File: src/fsp_pkg.sv
// Constants shared by the flash self-programming sequencer and its page buffer.
// Assumes a 50 MHz system clock and a 32-bit Avalon-MM register port.
package fsp_pkg;
  // Register byte offsets
  localparam logic [3:0]  REG_CTRL_OFS   = 4'h0;
  localparam logic [3:0]  REG_PTR_OFS    = 4'h4;
  localparam logic [3:0]  REG_DATA_OFS   = 4'h8;
  localparam logic [3:0]  REG_STAT_OFS   = 4'hC;
  // Control register command codes and fields
  localparam logic [7:0]  CMD_LOAD       = 8'h01;
  localparam logic [7:0]  CMD_ERASE      = 8'h03;
  localparam logic [7:0]  CMD_WRITE      = 8'h05;
  localparam logic [7:0]  CTRL_WR_MASK   = 8'h1F;
  localparam int          CTRL_EN_BIT    = 0;
  localparam int          CTRL_CLR_BIT   = 4;
  // Status register fields
  localparam int          STAT_BUSY_BIT  = 0;
  localparam int          STAT_ARM_BIT   = 1;
  localparam int          STAT_REF_BIT   = 2;
  localparam int          STAT_LOAD_BIT  = 3;
  localparam int          STAT_FUSE_BIT  = 4;
  // Fuse reads 0 when programmed
  localparam logic        FUSE_PROGRAMMED = 1'b0;
  // Command window after a control write, in clock cycles
  localparam logic [2:0]  WINDOW_CYCLES  = 3'h4;
  // Erased word value held by the page buffer
  localparam logic [15:0] ERASED_WORD    = 16'hFFFF;
  // Flash operation time, microseconds, and clock rate
  localparam int          PROG_MIN_US    = 3700;
  localparam int          PROG_MAX_US    = 4500;
  localparam int          CLK_MHZ        = 50;
  localparam int          PROG_MIN_CYC   = PROG_MIN_US * CLK_MHZ;
  localparam int          PROG_MAX_CYC   = PROG_MAX_US * CLK_MHZ;
  localparam int          TMR_W          = 24;
endpackage

File: src/fsp_buf_if.sv
// Connection between the sequencer and its temporary page buffer.
// Assumes both ends share the system clock.
`timescale 1ns/1ps
interface fsp_buf_if #(
  parameter int WORD_BITS = 5
);
  logic                 wr_en;
  logic [WORD_BITS-1:0] wr_idx;
  logic [15:0]          wr_data;
  logic                 clr;
  logic [WORD_BITS-1:0] rd_idx;
  logic [15:0]          rd_data;
  logic                 any_loaded;
  modport seq   (output wr_en, wr_idx, wr_data, clr, rd_idx, input rd_data, any_loaded);
  modport store (input wr_en, wr_idx, wr_data, clr, rd_idx, output rd_data, any_loaded);
endinterface

File: src/fsp_page_buf.sv
// Temporary page buffer: one flip-flop word per page location.
// Assumes the sequencer issues loads and clears through fsp_buf_if.
`timescale 1ns/1ps
module fsp_page_buf
  import fsp_pkg::*;
#(
  parameter int WORD_BITS = 5
)
(
  // Clock and reset
  input  wire logic  i_clk,
  input  wire logic  i_resetn,
  // Sequencer side
  fsp_buf_if.store   bus
);
  localparam int DEPTH = 1 << WORD_BITS;

  logic [15:0]      mem_q [DEPTH];
  logic [DEPTH-1:0] used_q;

  // Storage is cleared by reset, so no stale words survive it
  always_ff @(posedge i_clk or negedge i_resetn)
  begin
    if (!i_resetn)
    begin
      for (int i = 0; i < DEPTH; i++)
        mem_q[i] <= ERASED_WORD;
    end
    else if (bus.clr)
    begin
      for (int i = 0; i < DEPTH; i++)
        mem_q[i] <= ERASED_WORD;
    end
    else if (bus.wr_en && !used_q[bus.wr_idx])
    begin
      mem_q[bus.wr_idx] <= bus.wr_data;
    end
  end

  // A second load to a location keeps the first word
  always_ff @(posedge i_clk or negedge i_resetn)
  begin
    if (!i_resetn)
      used_q <= '0;
    else if (bus.clr)
      used_q <= '0;
    else if (bus.wr_en)
      used_q[bus.wr_idx] <= 1'b1;
  end

  assign bus.rd_data    = mem_q[bus.rd_idx];
  assign bus.any_loaded = |used_q;
endmodule

File: src/fsp_seq.sv
// Flash self-programming sequencer: command register, store-program window,
// page erase, buffer load and page write with core halt.
// Assumes the core pulses i_store_program_instr for one cycle per instruction
// and the flash array outside takes erase and word-program strobes.
`timescale 1ns/1ps
module fsp_seq
  import fsp_pkg::*;
#(
  parameter int WORD_BITS   = 5,
  parameter int PAGE_BITS   = 7,
  parameter int PROG_CYCLES = PROG_MIN_CYC
)
(
  // Clock and reset
  input  wire logic                 i_clk,
  input  wire logic                 i_resetn,
  // Avalon-MM register slave
  input  wire logic [3:0]           i_avs_address,
  input  wire logic                 i_avs_read,
  input  wire logic                 i_avs_write,
  input  wire logic [31:0]          i_avs_writedata,
  output logic [31:0]               o_avs_readdata,
  output logic                      o_avs_waitrequest,
  // Core and system
  input  wire logic                 i_store_program_instr,
  input  wire logic                 i_selfprog_enable_fuse,
  input  wire logic                 i_eeprom_write,
  output logic                      o_core_halt,
  // Flash array
  output logic                      o_flash_erase,
  output logic                      o_flash_word_we,
  output logic [PAGE_BITS-1:0]      o_flash_page,
  output logic [WORD_BITS-1:0]      o_flash_word_idx,
  output logic [15:0]               o_flash_word_data
);
  localparam int PAGE_LSB = WORD_BITS + 1;

  initial
  begin
    if (WORD_BITS < 1 || PAGE_BITS < 1 || WORD_BITS + PAGE_BITS + 1 > 16)
      $error("fsp_seq: pointer fields do not fit 16 bits");
    if (PROG_CYCLES < 1 || PROG_CYCLES >= (1 << TMR_W) || PROG_CYCLES > PROG_MAX_CYC)
      $error("fsp_seq: PROG_CYCLES out of range");
  end

  typedef enum logic [1:0] {
    ST_IDLE,
    ST_STREAM,
    ST_TIMED
  } fsp_state_type;

  function automatic logic [PAGE_BITS-1:0] page_of(input logic [15:0] ptr);
    page_of = ptr[PAGE_LSB +: PAGE_BITS];
  endfunction

  function automatic logic [WORD_BITS-1:0] word_of(input logic [15:0] ptr);
    word_of = ptr[1 +: WORD_BITS];
  endfunction

  fsp_buf_if #(.WORD_BITS(WORD_BITS)) buf_bus ();

  fsp_page_buf #(
    .WORD_BITS (WORD_BITS)
  ) u_buf (
    .i_clk    (i_clk),
    .i_resetn (i_resetn),
    .bus      (buf_bus)
  );

  fsp_state_type        state_q;
  logic [7:0]           ctrl_q;
  logic [15:0]          ptr_q;
  logic [15:0]          data_q;
  logic [2:0]           win_q;
  logic                 refused_q;
  logic                 is_write_q;
  logic [TMR_W-1:0]     tmr_q;
  logic [WORD_BITS-1:0] idx_q;
  logic                 wait_q;
  logic [31:0]          rdata_q;
  logic                 halt_q;
  logic                 erase_q;
  logic                 we_q;
  logic [PAGE_BITS-1:0] page_q;
  logic [WORD_BITS-1:0] widx_q;
  logic [15:0]          wdata_q;

  // Bus request decode
  logic       bus_req;
  logic       wr_take;
  logic       ctrl_wr;
  logic       clr_req;
  logic       spm_hit;
  logic       spm_ok;
  logic [7:0] cmd;

  assign bus_req = i_avs_read || i_avs_write;
  assign wr_take = i_avs_write && !wait_q;
  assign ctrl_wr = wr_take && (i_avs_address == REG_CTRL_OFS) && (state_q == ST_IDLE);
  assign clr_req = ctrl_wr && i_avs_writedata[CTRL_CLR_BIT];
  assign cmd     = ctrl_q & ~(8'h01 << CTRL_CLR_BIT);
  assign spm_hit = i_store_program_instr && (win_q != 3'h0) && (state_q == ST_IDLE);
  assign spm_ok  = spm_hit && (i_selfprog_enable_fuse == FUSE_PROGRAMMED);

  // One wait cycle per access; the write lands at the edge that acks it
  always_ff @(posedge i_clk or negedge i_resetn)
  begin
    if (!i_resetn)
      wait_q <= 1'b1;
    else if (bus_req && wait_q)
      wait_q <= 1'b0;
    else
      wait_q <= 1'b1;
  end

  always_ff @(posedge i_clk or negedge i_resetn)
  begin
    if (!i_resetn)
      rdata_q <= '0;
    else if (i_avs_read && wait_q)
    begin
      case (i_avs_address)
        REG_CTRL_OFS: rdata_q <= {24'h0, ctrl_q};
        REG_PTR_OFS:  rdata_q <= {16'h0, ptr_q};
        REG_DATA_OFS: rdata_q <= {16'h0, data_q};
        REG_STAT_OFS:
        begin
          rdata_q                <= '0;
          rdata_q[STAT_BUSY_BIT] <= halt_q;
          rdata_q[STAT_ARM_BIT]  <= (win_q != 3'h0);
          rdata_q[STAT_REF_BIT]  <= refused_q;
          rdata_q[STAT_LOAD_BIT] <= buf_bus.any_loaded;
          rdata_q[STAT_FUSE_BIT] <= i_selfprog_enable_fuse;
        end
        default:      rdata_q <= '0;
      endcase
    end
  end

  // Address pointer and load data pair
  always_ff @(posedge i_clk or negedge i_resetn)
  begin
    if (!i_resetn)
    begin
      ptr_q  <= '0;
      data_q <= '0;
    end
    else if (wr_take && i_avs_address == REG_PTR_OFS)
      ptr_q <= i_avs_writedata[15:0];
    else if (wr_take && i_avs_address == REG_DATA_OFS)
      data_q <= i_avs_writedata[15:0];
  end

  // Command register and its four-cycle window
  always_ff @(posedge i_clk or negedge i_resetn)
  begin
    if (!i_resetn)
    begin
      ctrl_q <= '0;
      win_q  <= '0;
    end
    else if (ctrl_wr)
    begin
      // The clear bit acts once and is not held
      ctrl_q <= i_avs_writedata[7:0] & CTRL_WR_MASK & ~(8'h01 << CTRL_CLR_BIT);
      win_q  <= i_avs_writedata[CTRL_EN_BIT] ? WINDOW_CYCLES : 3'h0;
    end
    else if (spm_hit)
    begin
      ctrl_q <= '0;
      win_q  <= '0;
    end
    else if (win_q == 3'h1)
    begin
      ctrl_q <= '0;
      win_q  <= '0;
    end
    else if (win_q != 3'h0)
      win_q <= win_q - 3'h1;
  end

  // Refused instruction flag; a new control write clears it, a refusal wins
  always_ff @(posedge i_clk or negedge i_resetn)
  begin
    if (!i_resetn)
      refused_q <= 1'b0;
    else if (spm_hit && !spm_ok)
      refused_q <= 1'b1;
    else if (ctrl_wr)
      refused_q <= 1'b0;
  end

  // Buffer loads and clears
  always_comb
  begin
    buf_bus.wr_en   = spm_ok && (cmd == CMD_LOAD);
    buf_bus.wr_idx  = word_of(ptr_q);
    buf_bus.wr_data = data_q;
    buf_bus.clr     = clr_req || i_eeprom_write
                      || (state_q == ST_TIMED && is_write_q && tmr_q == '0);
    buf_bus.rd_idx  = idx_q;
  end

  // Erase and write sequence
  always_ff @(posedge i_clk or negedge i_resetn)
  begin
    if (!i_resetn)
    begin
      state_q    <= ST_IDLE;
      is_write_q <= 1'b0;
      tmr_q      <= '0;
      idx_q      <= '0;
    end
    else
    begin
      case (state_q)
        ST_IDLE:
        begin
          idx_q <= '0;
          if (spm_ok && cmd == CMD_ERASE)
          begin
            is_write_q <= 1'b0;
            tmr_q      <= TMR_W'(PROG_CYCLES - 1);
            state_q    <= ST_TIMED;
          end
          else if (spm_ok && cmd == CMD_WRITE)
          begin
            is_write_q <= 1'b1;
            state_q    <= ST_STREAM;
          end
        end
        ST_STREAM:
        begin
          // Whole page goes out, one word per cycle
          idx_q <= idx_q + 1'b1;
          if (&idx_q)
          begin
            tmr_q   <= TMR_W'(PROG_CYCLES - 1);
            state_q <= ST_TIMED;
          end
        end
        ST_TIMED:
        begin
          if (tmr_q == '0)
            state_q <= ST_IDLE;
          else
            tmr_q <= tmr_q - 1'b1;
        end
        default: state_q <= ST_IDLE;
      endcase
    end
  end

  // Core halt spans the start edge through the end of the timed phase
  always_ff @(posedge i_clk or negedge i_resetn)
  begin
    if (!i_resetn)
      halt_q <= 1'b0;
    else if (spm_ok && (cmd == CMD_ERASE || cmd == CMD_WRITE))
      halt_q <= 1'b1;
    else if (state_q == ST_TIMED && tmr_q == '0)
      halt_q <= 1'b0;
  end

  // Flash strobes; the page comes from the page field only
  always_ff @(posedge i_clk or negedge i_resetn)
  begin
    if (!i_resetn)
    begin
      erase_q <= 1'b0;
      we_q    <= 1'b0;
      page_q  <= '0;
      widx_q  <= '0;
      wdata_q <= '0;
    end
    else
    begin
      erase_q <= spm_ok && (cmd == CMD_ERASE);
      we_q    <= (state_q == ST_STREAM);
      widx_q  <= idx_q;
      wdata_q <= buf_bus.rd_data;
      if (spm_ok && (cmd == CMD_ERASE || cmd == CMD_WRITE))
        page_q <= page_of(ptr_q);
    end
  end

  assign o_avs_readdata    = rdata_q;
  assign o_avs_waitrequest = wait_q;
  assign o_core_halt       = halt_q;
  assign o_flash_erase     = erase_q;
  assign o_flash_word_we   = we_q;
  assign o_flash_page      = page_q;
  assign o_flash_word_idx  = widx_q;
  assign o_flash_word_data = wdata_q;
endmodule

File: config.mk
export PLATFORM = sky130hd
export DESIGN_NAME = fsp_seq
export DESIGN_NICKNAME = d
export VERILOG_FILES = /design/src/fsp_pkg.sv /design/src/fsp_buf_if.sv /design/src/fsp_page_buf.sv /design/src/fsp_seq.sv
export SDC_FILE = /design/constraint.sdc
export NUM_CORES = 1
export LEC_CHECK = 0
export BUFFER_PORTS_ARGS = -buffer_cell sky130_fd_sc_hd__buf_2
export CAP_MARGIN = 20
export CORE_MARGIN = 10
export CORE_UTILIZATION = 30
export CTS_CLUSTER_DIAMETER = 200
export DETAILED_ROUTE_END_ITERATION = 8
export GPL_ROUTABILITY_DRIVEN = 0
export MAX_ROUTING_LAYER = met4
export PLACE_DENSITY_LB_ADDON = 0.2
export RECOVER_POWER = 100
export SYNTH_ARGS = -nofsm -noshare
export SYNTH_HDL_FRONTEND = slang
export SYNTH_SLANG_ARGS = --single-unit
File: constraint.sdc
create_clock -name i_clk -period 8.9 [get_ports i_clk]
set_input_delay 0.89 -clock i_clk [delete_from_list [all_inputs] [get_ports i_clk]]
set_output_delay 0.89 -clock i_clk [all_outputs]
set_load 0.1 [all_outputs]
==> results.py <==
metrics = {
    "cts": {
        "htree_levels": 3,
        "clk_latency_ns": 0.63,
        "cts_inserted_buffers": 77,
        "clockBufferDepth": 3,
        "cts_tree": "yes",
        "cts_resized": 0,
        "clkSinkCount": 664,
        "cts.clk_slew.worst_paths_ns": 0.06,
        "cts_hold_repair.buffers": 0,
        "cts_setup_buffers": 0,
        "root_buffer": "clkbuf_16",
    },
    "power": {
        "p_sw_mw": 1.83,
        "p_int_mw": 5.15,
        "power_density_mw_per_mm2": 194,
        "peakVddDrop_mv": 0.123,
        "power_frac_seq": 0.448,
        "power.share.switching": 0.262,
        "p_leak_nw": 14.9,
        "pwr-share-clk": 0.466,
        "pwr-share-comb": 0.086,
    },
    "critical_path": {
        "cp_slowest_cell": "clkbuf_1",
        "criticalPathCategory": "flop to flop",
        "worstPathCellList": "or4_4 > or4_1 > o31ai_4 > clkbuf_1 > buf_4 > nor2_1 > a21oi_1",
        "r2r_cells": 7,
        "start_kind": "flop",
        "cp_top_family": "buffers and inverters",
        "critPathMaxFanout": 82,
        "crit_cells": 7,
        "slowest_delay_ns": 2.67,
        "reg2reg_setup_slack_ns": 2.76,
        "cp_num_buf_inv": 2,
        "worstPathRequired_ns": 9.46,
        "crit_path_end_kind": "flop",
        "arrival_ns": 6.69,
    },
    "finish": {
        "drive_gt1_frac": 0.309,
        "multi_input_area_sq_mm": 0.0135,
        "layout_commonest_cell": "nand2_1",
        "final_cell_mix": "nand2_1 (704), dfstp_2 (512), nand3_1 (270)",
        "area_delta_synth_final_pct": 12.8,
        "fill_cells": 10500,
        "regArea_sq_mm": 0.0173,
        "fin_nets": 2919,
    },
    "die": {
        "start_util": 0.302,
        "fp.dieH_um": 346,
        "dieWidth_um": 346,
        "placement_rows": 119,
        "core_sq_mm": 0.105,
        "design.die.area_sq_mm": 0.120,
        "io_pins": 107,
    },
    "sta": {
        "hold_viol_final": 0,
        "fmax_mhz": 163,
        "fin_crit_sh": 0.690,
        "period_needed_ns": 6.14,
        "slew_viol_final": 537,
        "setup_tns_ns": 0,
        "hold_slack_ns": 0.239,
        "rsz0062_at_grt": "false",
        "slew_headroom": -1.64,
        "setup_violations": 0,
        "fin_skew_ns": 0.0199,
        "worst_slew_pin_slew_ns": 3.96,
    },
    "min_path": {
        "hp-class": "input pin to asynchronous set/reset pin",
    },
    "route": {
        "via_per_inst": 5.32,
        "drt_iter0_markers": 1893,
        "postRouteAntennaNets": 0,
        "wl_um": 101000,
        "drc": 0,
        "wl_per_cell_um": 23.3,
        "firstDrtPassIters": 6,
        "dr_total_vias": 23000,
    },
    "logic_synthesis": {
        "synth_area_sq_mm": 0.0318,
        "synthCells": 2924,
        "ys_warn_count": 0,
        "ys_async_sr_fraction": 1.00,
        "syn_avg_cell_area_sq_um": 10.9,
        "synth_cell_type_count": 60,
        "seq_area_frac_synth": 0.542,
        "synthFlopType": "dfstp_2",
        "synth_edf_count": 0,
        "ys_ff_latch": 664,
    },
    "global_routing": {
        "gr-total-overflow": 0,
        "grt_max_degree": 237,
        "grt.total_usage": 0.169,
        "grt_pass1_wl_um": 153000,
        "grt_pass1_vias": 23800,
        "grt_antenna_before_repair": 2,
    },
    "run_status": {
        "status": "finished, violations left",
        "violations": "max-capacitance violations, max-slew violations",
    },
    "placement": {
        "hpwl_um": 60800,
        "io_buffers": 74,
    },
    "job": {
        "timing.max_cap.violations": 10,
    },
}
-- flip-flops by register name (all words and copies together), names as in the netlist, 2 cells and up --
name	flops
buf_bus.rd_idx	5
buf_bus.wr_data	16
ctrl_q	4
o_avs_readdata	16
o_flash_page	7
o_flash_word_data	16
o_flash_word_idx	5
ptr_q	16
state_q	2
tmr_q	24
u_buf.mem_q	512
u_buf.used_q	32
win_q	3
-- worst reg2reg max path: cells and delay by family, from the launching register on --
kind | cells | cell delay, ns
buffers and inverters | 2 | 3.62
AND/OR/NAND/NOR | 3 | 1.59
flip-flops | 1 | 0.44
AO/OA/AOI/OAI | 2 | 0.44
-- area by class of cell --
| cell class | count | area share |
|---|---|---|
| flip-flops and latches | 664 | 0.480 |
| repair buffers | 137 | 0.0230 |
| clock inverters | 22 | 0.00735 |
| diodes | 1 | 0.0000696 |
| inverters | 13 | 0.00136 |
| multi-input cells | 1977 | 0.374 |
| clock buffers | 119 | 0.0651 |
| well taps | 1391 | 0.0484 |
-- power by group through the flow --
stage / Clock (mW) / Sequential (mW) / Combinational [mW]
floorplan: 0 / 3.16 / 0.340
global placement: 0 / 3.17 / 0.584
detailed placement: 0 / 3.18 / 0.599
CTS: 3.35 / 3.13 / 0.600
global route: 3.46 / 3.14 / 0.642
finish: 3.25 / 3.13 / 0.598
-- cell families (layout without fill, tap and decap cells) --
family / count (synthesis) / after routing / share of synthesized area
buffers and inverters: 298 / 291 / 0.0382
other: 1 / 17 / 0.000118
muxes: 419 / 419 / 0.187
adders and majority gates: 6 / 6 / 0.00236
xor gates and xnor gates: 4 / 4 / 0.00110
and+or+nand+nor: 1276 / 1276 / 0.180
DFF: 664 / 664 / 0.542
AOI/OAI and AO/OA: 256 / 256 / 0.0498
-- metal layers --
metal | track usage | vias to the layer above | share of wire
met5 | - | - | 0
met4 | 0.0527 | 0 | 0.026
met3 | 0.0285 | 140 | 0.060
met2 | 0.274 | 702 | 0.48
met1 | 0.216 | 12000 | 0.43
li1 | - | 10100 | -
-- cell usage after synthesis, types with 7 or more instances --
cell | n | area, sq um
o31ai_1 | 7 | 52.6
dfrtp_1 | 151 | 3780
nor3_1 | 76 | 380
mux4_2 | 136 | 3060
clkbuf_1 | 218 | 818
a22o_1 | 24 | 210
buf_2 | 21 | 105
mux2_2 | 41 | 462
nand3_1 | 270 | 1350
dfstp_2 | 513 | 13500
and4_1 | 16 | 140
nor4_1 | 21 | 131
mux2i_1 | 242 | 2420
nand2_1 | 704 | 2640
nor2_1 | 79 | 297
nor2b_1 | 17 | 106
or4_1 | 10 | 75.1
inv_1 | 12 | 45.0
o21ai_0 | 35 | 175
a211oi_1 | 16 | 120
a21oi_1 | 131 | 656
buf_4 | 19 | 143
buf_1 | 27 | 101
and3_1 | 9 | 56.3
a221oi_1 | 16 | 140
a22oi_1 | 12 | 90.1
or3_1 | 11 | 68.8
nand4_1 | 26 | 163
-- worst paths after layout --
path,start,end
max,tmr_q[17],u_buf.mem_q[67]
min,i_resetn,o_flash_word_data[13]
max reg2reg,tmr_q[17],u_buf.mem_q[67]
min reg2reg,u_buf.mem_q[406],u_buf.mem_q[406]
max in group asynchronous,i_resetn,u_buf.mem_q[361]
min in group i_clk,i_avs_write,o_avs_waitrequest
-- stage by stage --
step | setup slack, ns | total power [mW] | instance area [sq um] | std cells | util
floorplan | 5.77 | 3.50 | 31900 | 2939 | -
global placement | 4.56 | 3.76 | 33300 | 4173 | 0.316
detailed placement | 4.62 | 3.78 | 33400 | 4179 | 0.317
CTS | 4.59 | 7.08 | 36000 | 4320 | 0.341
global route | 2.28 | 7.24 | 35900 | 4323 | 0.341
finish | 2.76 | 6.98 | 35900 | 4324 | 0.341
Note: power is estimated with default switching activity, not from simulation.
